[config.mk]
export PLATFORM = sky130hd
export DESIGN_NAME = bca_config_regs
export DESIGN_NICKNAME = d
export VERILOG_FILES = /design/src/bca_xlat_table.sv /design/src/bca_config_regs.sv
export SDC_FILE = /design/constraint.sdc
export NUM_CORES = 1
export LEC_CHECK = 0
export BUFFER_PORTS_ARGS = -buffer_cell sky130_fd_sc_hd__buf_2
export CORE_ASPECT_RATIO = 0.7
export CORE_UTILIZATION = 63
export CTS_CLUSTER_SIZE = 25
export DETAILED_ROUTE_END_ITERATION = 6
export PLACE_DENSITY = 0.83
export SLEW_MARGIN = 5
export SYNTH_ARGS = -nofsm -noshare
export SYNTH_HDL_FRONTEND = slang
export SYNTH_HIERARCHICAL = 1
export SYNTH_SLANG_ARGS = --single-unit
[constraint.sdc]
create_clock -name ref_clk -period 7.2 [get_ports ref_clk]
set_input_delay 1.08 -clock ref_clk [delete_from_list [all_inputs] [get_ports ref_clk]]
set_output_delay 1.08 -clock ref_clk [all_outputs]
set_load 0.01 [all_outputs]
[src/bca_xlat_table.sv]
// constants package and the configurable bytecode translation table
//
// Function
// RL1: index-width bit selects 8 or 16-bit indices
// RL2: static mode bit selects handles or pointers
// RL3: disabled: plain branch, status flag raises exception
// RL4: enabled: branch or flag enters bytecode state
// RL5: main word on opcode1 7, c2, c0, 0
// RL6: unprivileged access to these registers is refused
// RL7: bits 21:17 locate element count in descriptor
// RL8: bits 16:12 sign-magnitude descriptor word offset
// RL9: bits 11:8 array data word offset
// RL10: bits 7:4 static value word offset
// RL11: bits 3:0 object field word offset
// RL12: parameter word on opcode1 7, c3, c0, 0
// RL13: entry maps bytecodes 0xCB..0xFD onto operations
// RL14: opcode field holds low bytecode bits
// RL15: operation field holds codes zero to nine
// RL16: software writes reserved bits zero, reads zero
`timescale 1ns/1ps
`default_nettype none

package bca_pkg;
	// coprocessor selector fields
	localparam logic [2:0] CP_OPC1 = 3'h7;
	localparam logic [3:0] CRN_MAIN = 4'h2;
	localparam logic [3:0] CRN_PARAM = 4'h3;
	localparam logic [3:0] CRN_XLAT = 4'h4;
	localparam logic [3:0] CP_CRM = 4'h0;
	localparam logic [2:0] CP_OPC2 = 3'h0;
	// main configuration word layout
	localparam int IDX_WIDTH_BIT = 27;
	localparam int STATIC_PTR_BIT = 26;
	localparam int ENABLE_BIT = 0;
	localparam logic [31:0] MAIN_MASK = 32'h0C00_0001;
	localparam logic [31:0] MAIN_RESET = 32'h0000_0000;
	// parameter word layout
	localparam int BOUNDS_POS_LSB = 17;
	localparam int DESC_OFF_SIGN_BIT = 16;
	localparam int DESC_OFF_LSB = 12;
	localparam int DATA_OFF_LSB = 8;
	localparam int STATIC_OFF_LSB = 4;
	localparam int FIELD_OFF_LSB = 0;
	localparam logic [31:0] PARAM_MASK = 32'h003F_FFFF;
	localparam logic [31:0] PARAM_RESET = 32'h0000_0000;
	// translation entry layout
	localparam int XLAT_CODE_LSB = 10;
	localparam int XLAT_OP_LSB = 0;
	localparam logic [31:0] XLAT_MASK = 32'h0000_FC0F;
	localparam logic [31:0] XLAT_RESET = 32'h0000_0000;
	localparam logic [7:0] XLAT_FIRST = 8'hCB;
	localparam logic [7:0] XLAT_LAST = 8'hFD;
	localparam logic [3:0] OP_MAX = 4'h9;

	// true when a transfer addresses the register at the given crn
	function automatic logic cp_sel(input logic [2:0] opc1, input logic [3:0] crn,
		input logic [3:0] crm, input logic [2:0] opc2, input logic [3:0] target);
		cp_sel = (opc1 == CP_OPC1) && (crn == target) && (crm == CP_CRM) && (opc2 == CP_OPC2);
	endfunction

	// low six bits must belong to a configurable bytecode
	function automatic logic code_ok(input logic [5:0] code);
		code_ok = (code >= XLAT_FIRST[5:0]) && (code <= XLAT_LAST[5:0]);
	endfunction
endpackage

module bca_xlat_table (
	// clock and reset
	input wire logic ref_clk,
	input wire logic rstn,
	// write side
	input wire logic wr_en,
	input wire logic [5:0] wr_code,
	input wire logic [3:0] wr_op,
	// lookup side, combinational answer
	input wire logic [7:0] rd_bytecode,
	output logic rd_hit,
	output logic [3:0] rd_op
);
	import bca_pkg::*;

	typedef struct packed {
		logic [63:0][3:0] ops;
		logic [63:0] valid;
	} bca_tbl_s;

	bca_tbl_s st;
	bca_tbl_s next_st;

	// one slot per low-bit code; an unwritten slot never hits
	always_comb begin
		next_st = st;
		if (wr_en) begin
			next_st.ops[wr_code] = wr_op; // RL14
			next_st.valid[wr_code] = 1'b1;
		end
	end

	always_ff @(posedge ref_clk) begin
		if (!rstn) begin
			st <= '0;
		end else begin
			st <= next_st;
		end
	end

	// only bytecodes in the configurable range may translate
	assign rd_hit = (rd_bytecode >= XLAT_FIRST) && (rd_bytecode <= XLAT_LAST) && st.valid[rd_bytecode[5:0]]; // RL13
	assign rd_op = st.ops[rd_bytecode[5:0]];
endmodule

`default_nettype wire

[src/bca_config_regs.sv]
// bytecode accelerator configuration registers behind coprocessor transfers
`timescale 1ns/1ps
`default_nettype none

module bca_config_regs (
	// clock and reset
	input wire logic ref_clk,
	input wire logic rstn,
	// coprocessor transfer request
	input wire logic cp_valid,
	input wire logic cp_write,
	input wire logic cp_priv,
	input wire logic [2:0] cp_opc1,
	input wire logic [3:0] cp_crn,
	input wire logic [3:0] cp_crm,
	input wire logic [2:0] cp_opc2,
	input wire logic [31:0] cp_wdata,
	// coprocessor transfer answer
	output logic cp_ack,
	output logic cp_undef,
	output logic [31:0] cp_rdata,
	// state-change requests from the core
	input wire logic branch_to_bytecode,
	input wire logic psw_bytecode_set,
	// state-change outcomes
	output logic enter_bytecode,
	output logic plain_branch_exchange,
	output logic accel_disabled_exc,
	// configuration seen by the accelerator
	output logic field_index_width,
	output logic static_ref_pointer_mode,
	output logic accel_enable,
	output logic [4:0] bounds_bit_position,
	output logic [4:0] array_descriptor_offset_signed,
	output logic signed [4:0] desc_offset_words,
	output logic [3:0] array_data_word_offset,
	output logic [3:0] static_value_offset,
	output logic [3:0] object_field_offset,
	// bytecode translation lookup
	input wire logic lookup_valid,
	input wire logic [7:0] lookup_bytecode,
	output logic lookup_done,
	output logic lookup_hit,
	output logic [3:0] lookup_op
);
	import bca_pkg::*;

	typedef struct packed {
		logic [31:0] main_cfg;
		logic [31:0] params;
		logic [31:0] xlat;
		logic [4:0] desc_off;
		logic ack;
		logic undef;
		logic [31:0] rdata;
		logic enter;
		logic plain;
		logic dis_exc;
		logic lk_done;
		logic lk_hit;
		logic [3:0] lk_op;
	} bca_regs_s;

	bca_regs_s st;
	bca_regs_s next_st;
	logic hit_main;
	logic hit_param;
	logic hit_xlat;
	logic op_ok;
	logic tbl_wr;
	logic tbl_hit;
	logic [3:0] tbl_op;
	logic [4:0] mag;

	// ****************************************************************
	// register decode
	// ****************************************************************

	// selector match for each register
	assign hit_main = cp_sel(cp_opc1, cp_crn, cp_crm, cp_opc2, CRN_MAIN); // RL5
	assign hit_param = cp_sel(cp_opc1, cp_crn, cp_crm, cp_opc2, CRN_PARAM); // RL12
	assign hit_xlat = cp_sel(cp_opc1, cp_crn, cp_crm, cp_opc2, CRN_XLAT);
	// an entry is accepted only with a legal operation and configurable code
	assign op_ok = (cp_wdata[XLAT_OP_LSB +: 4] <= OP_MAX) && code_ok(cp_wdata[XLAT_CODE_LSB +: 6]); // RL15
	assign tbl_wr = cp_valid && cp_priv && cp_write && hit_xlat && op_ok; // RL13
	assign mag = {1'b0, cp_wdata[DESC_OFF_LSB +: 4]};

	bca_xlat_table u_table (
		.ref_clk(ref_clk),
		.rstn(rstn),
		.wr_en(tbl_wr),
		.wr_code(cp_wdata[XLAT_CODE_LSB +: 6]),
		.wr_op(cp_wdata[XLAT_OP_LSB +: 4]),
		.rd_bytecode(lookup_bytecode),
		.rd_hit(tbl_hit),
		.rd_op(tbl_op)
	);

	// ****************************************************************
	// next state
	// ****************************************************************

	// answer flags and events are one-cycle pulses; stored words keep reserved bits zero
	always_comb begin
		next_st = st;
		next_st.ack = 1'b0;
		next_st.undef = 1'b0;
		next_st.enter = 1'b0;
		next_st.plain = 1'b0;
		next_st.dis_exc = 1'b0;
		next_st.lk_done = lookup_valid;
		next_st.lk_hit = lookup_valid && tbl_hit; // RL13
		next_st.lk_op = tbl_op;
		if (cp_valid) begin
			if (!cp_priv || !(hit_main || hit_param || hit_xlat)) begin
				next_st.undef = 1'b1; // RL6
			end else if (cp_write && hit_xlat && !op_ok) begin
				next_st.undef = 1'b1; // RL15
			end else begin
				next_st.ack = 1'b1;
				if (cp_write) begin
					if (hit_main) begin
						next_st.main_cfg = cp_wdata & MAIN_MASK; // RL1 RL2 RL16
					end else if (hit_param) begin
						next_st.params = cp_wdata & PARAM_MASK; // RL16
						// sign-magnitude to two's complement, done once at write time
						next_st.desc_off = cp_wdata[DESC_OFF_SIGN_BIT] ? 5'(-mag) : mag; // RL8
					end else begin
						next_st.xlat = cp_wdata & XLAT_MASK; // RL14 RL16
					end
				end else begin
					next_st.rdata = hit_main ? st.main_cfg : (hit_param ? st.params : st.xlat);
				end
			end
		end
		// a disabled unit lets the branch fall back and traps the flag write
		if (branch_to_bytecode) begin
			if (st.main_cfg[ENABLE_BIT]) begin
				next_st.enter = 1'b1; // RL4
			end else begin
				next_st.plain = 1'b1; // RL3
			end
		end
		if (psw_bytecode_set) begin
			if (st.main_cfg[ENABLE_BIT]) begin
				next_st.enter = 1'b1; // RL4
			end else begin
				next_st.dis_exc = 1'b1; // RL3
			end
		end
	end

	// synchronous active-low reset
	always_ff @(posedge ref_clk) begin
		if (!rstn) begin
			st <= '0;
			st.main_cfg <= MAIN_RESET;
			st.params <= PARAM_RESET;
			st.xlat <= XLAT_RESET;
		end else begin
			st <= next_st;
		end
	end

	// ****************************************************************
	// outputs
	// ****************************************************************

	// every output is a flip-flop bit of the state
	assign cp_ack = st.ack;
	assign cp_undef = st.undef;
	assign cp_rdata = st.rdata;
	assign enter_bytecode = st.enter;
	assign plain_branch_exchange = st.plain;
	assign accel_disabled_exc = st.dis_exc;
	assign field_index_width = st.main_cfg[IDX_WIDTH_BIT]; // RL1
	assign static_ref_pointer_mode = st.main_cfg[STATIC_PTR_BIT]; // RL2
	assign accel_enable = st.main_cfg[ENABLE_BIT];
	assign bounds_bit_position = st.params[BOUNDS_POS_LSB +: 5]; // RL7
	assign array_descriptor_offset_signed = st.params[DESC_OFF_LSB +: 5]; // RL8
	assign desc_offset_words = st.desc_off;
	assign array_data_word_offset = st.params[DATA_OFF_LSB +: 4]; // RL9
	assign static_value_offset = st.params[STATIC_OFF_LSB +: 4]; // RL10
	assign object_field_offset = st.params[FIELD_OFF_LSB +: 4]; // RL11
	assign lookup_done = st.lk_done;
	assign lookup_hit = st.lk_hit;
	assign lookup_op = st.lk_op;

	// ****************************************************************
	// assertions
	// ****************************************************************

	property p_idx_width;
		@(posedge ref_clk) disable iff (!rstn)
		cp_valid && cp_priv && cp_write && hit_main |=> field_index_width == $past(cp_wdata[IDX_WIDTH_BIT]);
	endproperty
	a_idx_width: assert property (p_idx_width) else $error("index width bit not taken"); // RL1

	property p_static_mode;
		@(posedge ref_clk) disable iff (!rstn)
		cp_valid && cp_priv && cp_write && hit_main |=> static_ref_pointer_mode == $past(cp_wdata[STATIC_PTR_BIT]);
	endproperty
	a_static_mode: assert property (p_static_mode) else $error("static mode bit not taken"); // RL2

	property p_disabled;
		@(posedge ref_clk) disable iff (!rstn)
		!accel_enable && psw_bytecode_set && branch_to_bytecode |=>
			accel_disabled_exc && plain_branch_exchange && !enter_bytecode;
	endproperty
	a_disabled: assert property (p_disabled) else $error("disabled unit entered bytecode state"); // RL3

	property p_enabled;
		@(posedge ref_clk) disable iff (!rstn)
		accel_enable && (branch_to_bytecode || psw_bytecode_set) |=>
			enter_bytecode && !accel_disabled_exc && !plain_branch_exchange;
	endproperty
	a_enabled: assert property (p_enabled) else $error("enabled unit did not enter bytecode state"); // RL4

	property p_main_read;
		@(posedge ref_clk) disable iff (!rstn)
		cp_valid && cp_priv && !cp_write && hit_main |=>
			cp_ack && cp_rdata == {4'h0, field_index_width, static_ref_pointer_mode, 25'h000_0000, accel_enable};
	endproperty
	a_main_read: assert property (p_main_read) else $error("main word read mismatch"); // RL5

	property p_unpriv;
		@(posedge ref_clk) disable iff (!rstn)
		cp_valid && !cp_priv ##1 1'b1 |-> cp_undef && !cp_ack && $stable(accel_enable);
	endproperty
	a_unpriv: assert property (p_unpriv) else $error("unprivileged access not refused"); // RL6

	property p_desc_offset;
		@(posedge ref_clk) disable iff (!rstn)
		cp_valid && cp_priv && cp_write && hit_param |=> (desc_offset_words < 0 ? -desc_offset_words :
			desc_offset_words) == $past(cp_wdata[15:12]) && (desc_offset_words < 0) == ($past(cp_wdata[16]) &&
			$past(cp_wdata[15:12]) != 4'h0);
	endproperty
	a_desc_offset: assert property (p_desc_offset) else $error("descriptor offset conversion wrong"); // RL8

	property p_param_write;
		@(posedge ref_clk) disable iff (!rstn)
		cp_valid && cp_priv && cp_write && hit_param |=> bounds_bit_position == $past(cp_wdata[21:17]) &&
			object_field_offset == $past(cp_wdata[3:0]) && static_value_offset == $past(cp_wdata[7:4]);
	endproperty
	a_param_write: assert property (p_param_write) else $error("parameter word not stored"); // RL12

	property p_bad_op;
		@(posedge ref_clk) disable iff (!rstn)
		cp_valid && cp_priv && cp_write && hit_xlat && cp_wdata[XLAT_OP_LSB +: 4] > OP_MAX |=> cp_undef && !cp_ack;
	endproperty
	a_bad_op: assert property (p_bad_op) else $error("illegal operation code accepted"); // RL15

	property p_lookup_range;
		@(posedge ref_clk) disable iff (!rstn)
		lookup_valid && (lookup_bytecode < XLAT_FIRST || lookup_bytecode > XLAT_LAST) |=> lookup_done && !lookup_hit;
	endproperty
	a_lookup_range: assert property (p_lookup_range) else $error("non-configurable bytecode translated"); // RL13
endmodule

`default_nettype wire

; ---- Yosys cells after proc, flatten, opt, wreduce, memory -nomap -nowiden
; Index checks and enable logic that the tools add are counted.
[classes]
n_addsub = 1
n_lt_le_gt_ge = 8
n_eq_ne = 4
muxes = 20
n_bitwise = 8
reduce_logical = 37
[ops]
columns = operator, count
row1 = 256-bit bitwise mux, 1
row2 = 64-bit OR, 1
row3 = 28-bit two-way mux, 1
row4 = 4-bit binary-select mux with 6-bit select, 1
row5 = 4-bit demux with 6-bit select, 1
row6 = 22-bit two-way mux, 1
row7 = 1-bit logical AND, 21
row8 = 6-bit by 7-bit < comparator with 1-bit output (second input constant), 2
row9 = 6-bit AND reduction, 2
row10 = 1-bit two-way mux, 9
row11 = 4-bit by 2-bit == test with 1-bit output (second input constant), 2
row12 = 8-bit >= comparator (second input constant), 1
row13 = 8-bit less-or-equal comparator (second input constant), 1
row14 = 4-bit two-way mux, 2
row15 = 1-bit inverter, 7
row16 = 1-bit binary-select mux with 6-bit select, 1
row17 = 1-bit demux with 6-bit select, 1
row18 = 6-bit by 1-bit >= comparator with 1-bit output (second input constant), 1
row19 = 6-bit by 4-bit >= comparator with 1-bit output (second input constant), 1
row20 = 6-bit less-or-equal comparator (second input constant), 1
row21 = 2-bit AND reduction, 3
row22 = 5-bit two-way mux, 1
row23 = 4-bit negation with 5-bit output, 1
row24 = 5-bit AND reduction, 1
row25 = other kinds (10), 14
[totals]
reg_bits = 403
input_bits = 62
out_inout_bits = 73

; ---- Longest topological paths before layout
[logic_depth]
depth_word = 10
ltp_mapped = 12
mapped_depth_nobuf = 10

; ---- Cells and area by module
; Netlist, hierarchy kept.
[modules_own_cells]
columns = module, n_inst, cells_per_inst, area_each_um2
row1 = bca_xlat_table, 1, 1490, 14441.4
row2 = bca_config_regs, 1, 416, 3619.7

; ---- Least setup slack after synthesis
; No wires, ideal clock.
[synth_path]
kind = input to register
from = input cp_crm[2]
to = register u_table/st[196] (netlist bit)
setup_time_ps = 116
arrival_ps = 3839
required_time_ps = 7084
path_slack_ps = 3245
stages = 12
cell_sequence = or4_4 > buf_6 > or3_1 > buf_2 > clkbuf_1 > nor3_1 > nand2_1 > nor3_1 > buf_2 > nand2_1 > mux2i_1 > nor2b_1
[synth_between]
elab_chain_len = 5
[synth_lines]
columns = item, line
row1 = start: declaration, bca_config_regs.sv:15  ; input wire logic [3:0] cp_crm,
row2 = 4-bit zero test, bca_xlat_table.sv:58  ; cp_sel = (opc1 == CP_OPC1) && (crn == target) && (crm == CP_CRM) && (opc2 == CP_OPC2);
row3 = 1-bit logical AND (2 in a row), bca_xlat_table.sv:58
row4 = 1-bit logical AND (2 in a row), bca_config_regs.sv:85  ; assign tbl_wr = cp_valid && cp_priv && cp_write && hit_xlat && op_ok;
row5 = via tbl_wr, bca_config_regs.sv:70  ; logic tbl_wr;
row6 = end signal: assignment, bca_xlat_table.sv:103  ; st <= next_st;
row7 = end: declaration, bca_xlat_table.sv:87  ; bca_tbl_s st;
; The timed path passes the listed nets, and every way through them passes these cells.
; A chain may end at the register's enable or synchronous reset.

; ---- Worst setup path in the final report
[layout_path]
from = input cp_write
to = register u_table/st[248] (netlist bit)
[layout_between]
elab_chain_len = 3
[layout_lines]
columns = item, line
row1 = start: declaration, bca_config_regs.sv:11  ; input wire logic cp_write,
row2 = 1-bit logical AND (3 in a row), bca_config_regs.sv:85
row3 = via tbl_wr, bca_config_regs.sv:70
; The timed path passes the listed nets, and every way through them passes these cells.

==> PnR_summary.wiki <==
{| class="wikitable"
! Metric !! Value
|-
| Result of the run || completed
|-
| Clock transition at path regs || 0.06 ns
|-
| Class of the tightest hold or removal check || reg -> reg
|-
| Most Used Layer, Global Route || met2
|-
| Cells after synthesis || 1906
|-
| Cell at the root of the clock tree || clkbuf_16
|-
| Growth of design area from synthesis to finish || 6.671%
|-
| Number of antenna-violating nets in the routed design || 0
|-
| Critical path capture point type || flip-flop
|-
| Biggest fanout along the worst timing path || 27
|-
| Clock tree skew after final layout || 0.01412 ns
|-
| I/O pin total || 135
|-
| Top achievable clock speed || 218.2 MHz
|-
| Total Routing Usage GR || 32.51%
|-
| Via count of the first global-routing pass || 13693
|-
| Largest buffer count on any clock path || 3
|-
| Number of antenna repair diodes || 0
|-
| Number of placement rows || 51
|-
| Number of sinks on the clock net || 383
|-
| Number of synthesized register bits || 383
|-
| Dpl hpwl || 29620 µm
|-
| Placeable core region || 28010 µm²
|-
| Power Dens Cells || 222.2 nW/µm²
|-
| Worst path arrival time || 5.02 ns
|-
| Proportion of synthesized chip area in sequential cells || 42.45%
|-
| Routing usage on met3 || 7.075%
|-
| Post-synthesis instance area || 18060 µm²
|-
| PortBufs || 118
|-
| Crit path required time || 7.63 ns
|-
| Hold Violations, Final || 0
|-
| Max_slew headroom || 18.05%
|-
| Filler cell count in the final layout || 2079
|-
| Met2 usage || 49.26%
|-
| H-Tree Level Count || 2
|-
| DRT iter0 DRCs || 1646
|-
| Final-stage net count || 1920
|-
| Count of unique library cells instantiated by Yosys || 63
|-
| Number of buffers added for setup after CTS || 0
|-
| Number of design rule violations left after detail routing || 0
|-
| Fraction of layout instances using a drive strength above 1 || 15.69%
|-
| Avg Cell Area, Syn || 9.476 µm²
|-
| Sum Neg Setup Slack || 0 ns
|-
| Final count of pins violating max slew || 0
|-
| Least-Margin Pin Slew || 1.226 ns
|-
| Largest net degree at the start of global routing || 102
|-
| Setup violations, final || 0
|-
| Effective utilization at floorplan || 64.47%
|-
| Area of the die || 29360 µm²
|-
| RSZ-0062 raised after global routing || no
|-
| Vias || 14523
|-
| Kind of start point of the critical path || primary input
|-
| First-pass detailed-route iteration total || 6
|-
| Routed wire length || 47500 µm
|-
| Post-synthesis async set-or-reset flop share || 0%
|-
| Routability Congestion || 0.8948
|-
| Clock Latency Late Sink || 0.53 ns
|-
| Flip-flop cell with the highest count after synthesis || dfxtp_1
|-
| Gr ovfl total || 0
|-
| Total CTS buffers || 37
|-
| Utilization of the core after routing || 68.77%
|-
| GR Layer Usage met1 || 46.84%
|-
| Clock period minus final worst setup slack || 4.584 ns
|-
| Number of warnings reported in the yosys synthesis log || 6
|-
| CTS Hold Buffers Added || 0
|-
| Leakage power figure || 7.168 nW
|-
| Final clock period utilization by the worst path || 63.66%
|-
| Vert. Die Dim || 143.7 µm
|-
| Vias per cell || 6.452
|-
| CTS tree || yes
|-
| Largest voltage drop on the vdd net || 0.1573 mV
|-
| Post_cts resized || 0
|-
| Worst Setup Path Type || in -> reg
|-
| Number of enable-type register cells in the synthesized netlist || 0
|-
| First-pass GRT wire length || 74910 µm
|-
| Initial antenna violation count || 0
|-
| Final routed wire length divided by cell count || 21.10 µm
|-
| Max-cap check violation count || 0
|-
| Die boundary width || 204.4 µm
|}
placed cells by master (no fill, tap or decap), drive strengths merged, types with 13 or more instances in the layout:
master	netlist	routed
mux2i	132	132
nor2b	146	146
nor3	14	14
a22oi	14	14
o21a	19	19
a21oi	86	86
a21boi	156	156
inv	12	13
dfxtp	383	383
o21ai	106	106
nor2	32	32
mux4	70	70
nand3	127	127
nand4	26	26
buf	118	145
clkbuf	124	52
nand2	220	220
o31ai	14	14
logic make-up after synthesis:
family,count (synthesis),synth area share [%]
XOR/XNOR,2,0.09700
flip-flops,383,42.45
other,1,0.02076
AND/OR/NAND/NOR,616,17.31
multiplexers,208,16.58
buffers and inverters,254,7.503
AO/OA/AOI/OAI,439,15.83
adder cells (fa/ha/maj),3,0.2079
area by class of cell:
| type | instances | area (µm²) | share of cell area [%] |
|---|---|---|---|
| well taps | 371 | 464.2 | 2.409 |
| flip-flops and latches | 383 | 7667 | 39.80 |
| clock buffers | 52 | 1062 | 5.514 |
| inverters | 12 | 45.04 | 0.2338 |
| repair buffers | 145 | 804.5 | 4.176 |
| multi-input cells | 1276 | 9109 | 47.28 |
| clock inverters | 12 | 113.9 | 0.5910 |
synthesized netlist by cell type, drive strengths merged, types with 2 or more instances:
master / count / area, µm²
dfxtp: 383 / 7667
nand2: 220 / 825.8
a21boi: 156 / 1171
nor2b: 146 / 913.4
mux2i: 132 / 1321
nand3: 127 / 635.6
clkbuf: 124 / 465.5
buf: 118 / 844.6
o21ai: 106 / 530.5
a21oi: 86 / 430.4
mux4: 70 / 1607
nor2: 32 / 120.1
nand4: 26 / 162.7
o21a: 19 / 142.6
a22oi: 14 / 105.1
nor3: 14 / 80.08
o31ai: 14 / 105.1
inv: 12 / 45.05
o2bb2ai: 9 / 78.83
and2: 8 / 50.05
nand2b: 8 / 50.05
nor3b: 8 / 70.06
mux2: 6 / 67.56
a221oi: 5 / 43.79
and3: 5 / 31.28
nor4: 5 / 37.53
o22ai: 5 / 31.28
o311ai: 5 / 43.80
or2: 5 / 31.28
a211oi: 4 / 35.03
a22o: 4 / 35.03
ha: 3 / 37.54
o2111ai: 3 / 26.28
nand3b: 2 / 15.01
nor4b: 2 / 32.53
o32ai: 2 / 17.52
or3: 2 / 12.51
or3b: 2 / 17.52
or4: 2 / 22.52
xnor2: 2 / 17.52
flip-flops by register name, indices dropped and copies added, names as in the netlist, 4 cells and up:
| name | flops |
|---|---|
| u_table/st | 309 |
| cp_rdata | 24 |
| st | 10 |
| bounds_bit_position | 5 |
| desc_offset_words | 5 |
| array_data_word_offset | 4 |
| array_descriptor_offset_signed | 4 |
| lookup_op | 4 |
| object_field_offset | 4 |
| static_value_offset | 4 |
through the flow:
stage / total power, mW / setup slack, ns / hold WS (ns) / instances / instance area [µm²]
floorplan: 2.337 / 3.245 / 0.4335 / 1913 / 18090
global placement: 2.393 / 2.416 / 0.4414 / 2187 / 18090
detailed placement: 2.397 / 2.292 / 0.4460 / 2187 / 18090
CTS: 4.286 / 2.806 / 0.4606 / 2251 / 19270
global route: 4.396 / 2.375 / 0.4750 / 2251 / 19270
finish: 4.281 / 2.616 / 0.4567 / 2251 / 19270
worst max-delay path: stages:
cell      delay [ns]
buf_2           0.14
and3_1          0.89
nand2_1         0.56
nor3_1          0.52
nor2b_1         0.22
nand3_1         0.68
nor2_1          0.60
nand2_1         0.11
a21boi_0        0.22
per-layer routing:
layer	wire length [µm]	vias to the layer above
li1	-	6560
met3	5146	88
met1	20710	7141
met2	20690	734
met5	0	-
met4	953	0
where the power goes:
group | leakage, nW | total (mW) | switching [mW] | internal (mW)
combinational | 3.49 | 0.235 | 0.160 | 0.0755
sequential | 3.08 | 2.12 | 0.000476 | 2.12
clock | 0.590 | 1.92 | 0.824 | 1.10
path summary, 6_finish.rpt:
| check | start | end | slack [ns] | cells past startpoint |
|---|---|---|---|---|
| hold / removal | cp_rdata[13] | cp_rdata[13] | 0.46 | 1 |
| setup / recovery | cp_write | u_table/st[248] | 2.62 | 9 |
| hold reg to reg | cp_rdata[13] | cp_rdata[13] | 0.46 | 1 |
| setup reg to reg | u_table/st[225] | lookup_op[1] | 4.98 | 5 |
Note: power is estimated with default switching activity, not from simulation.
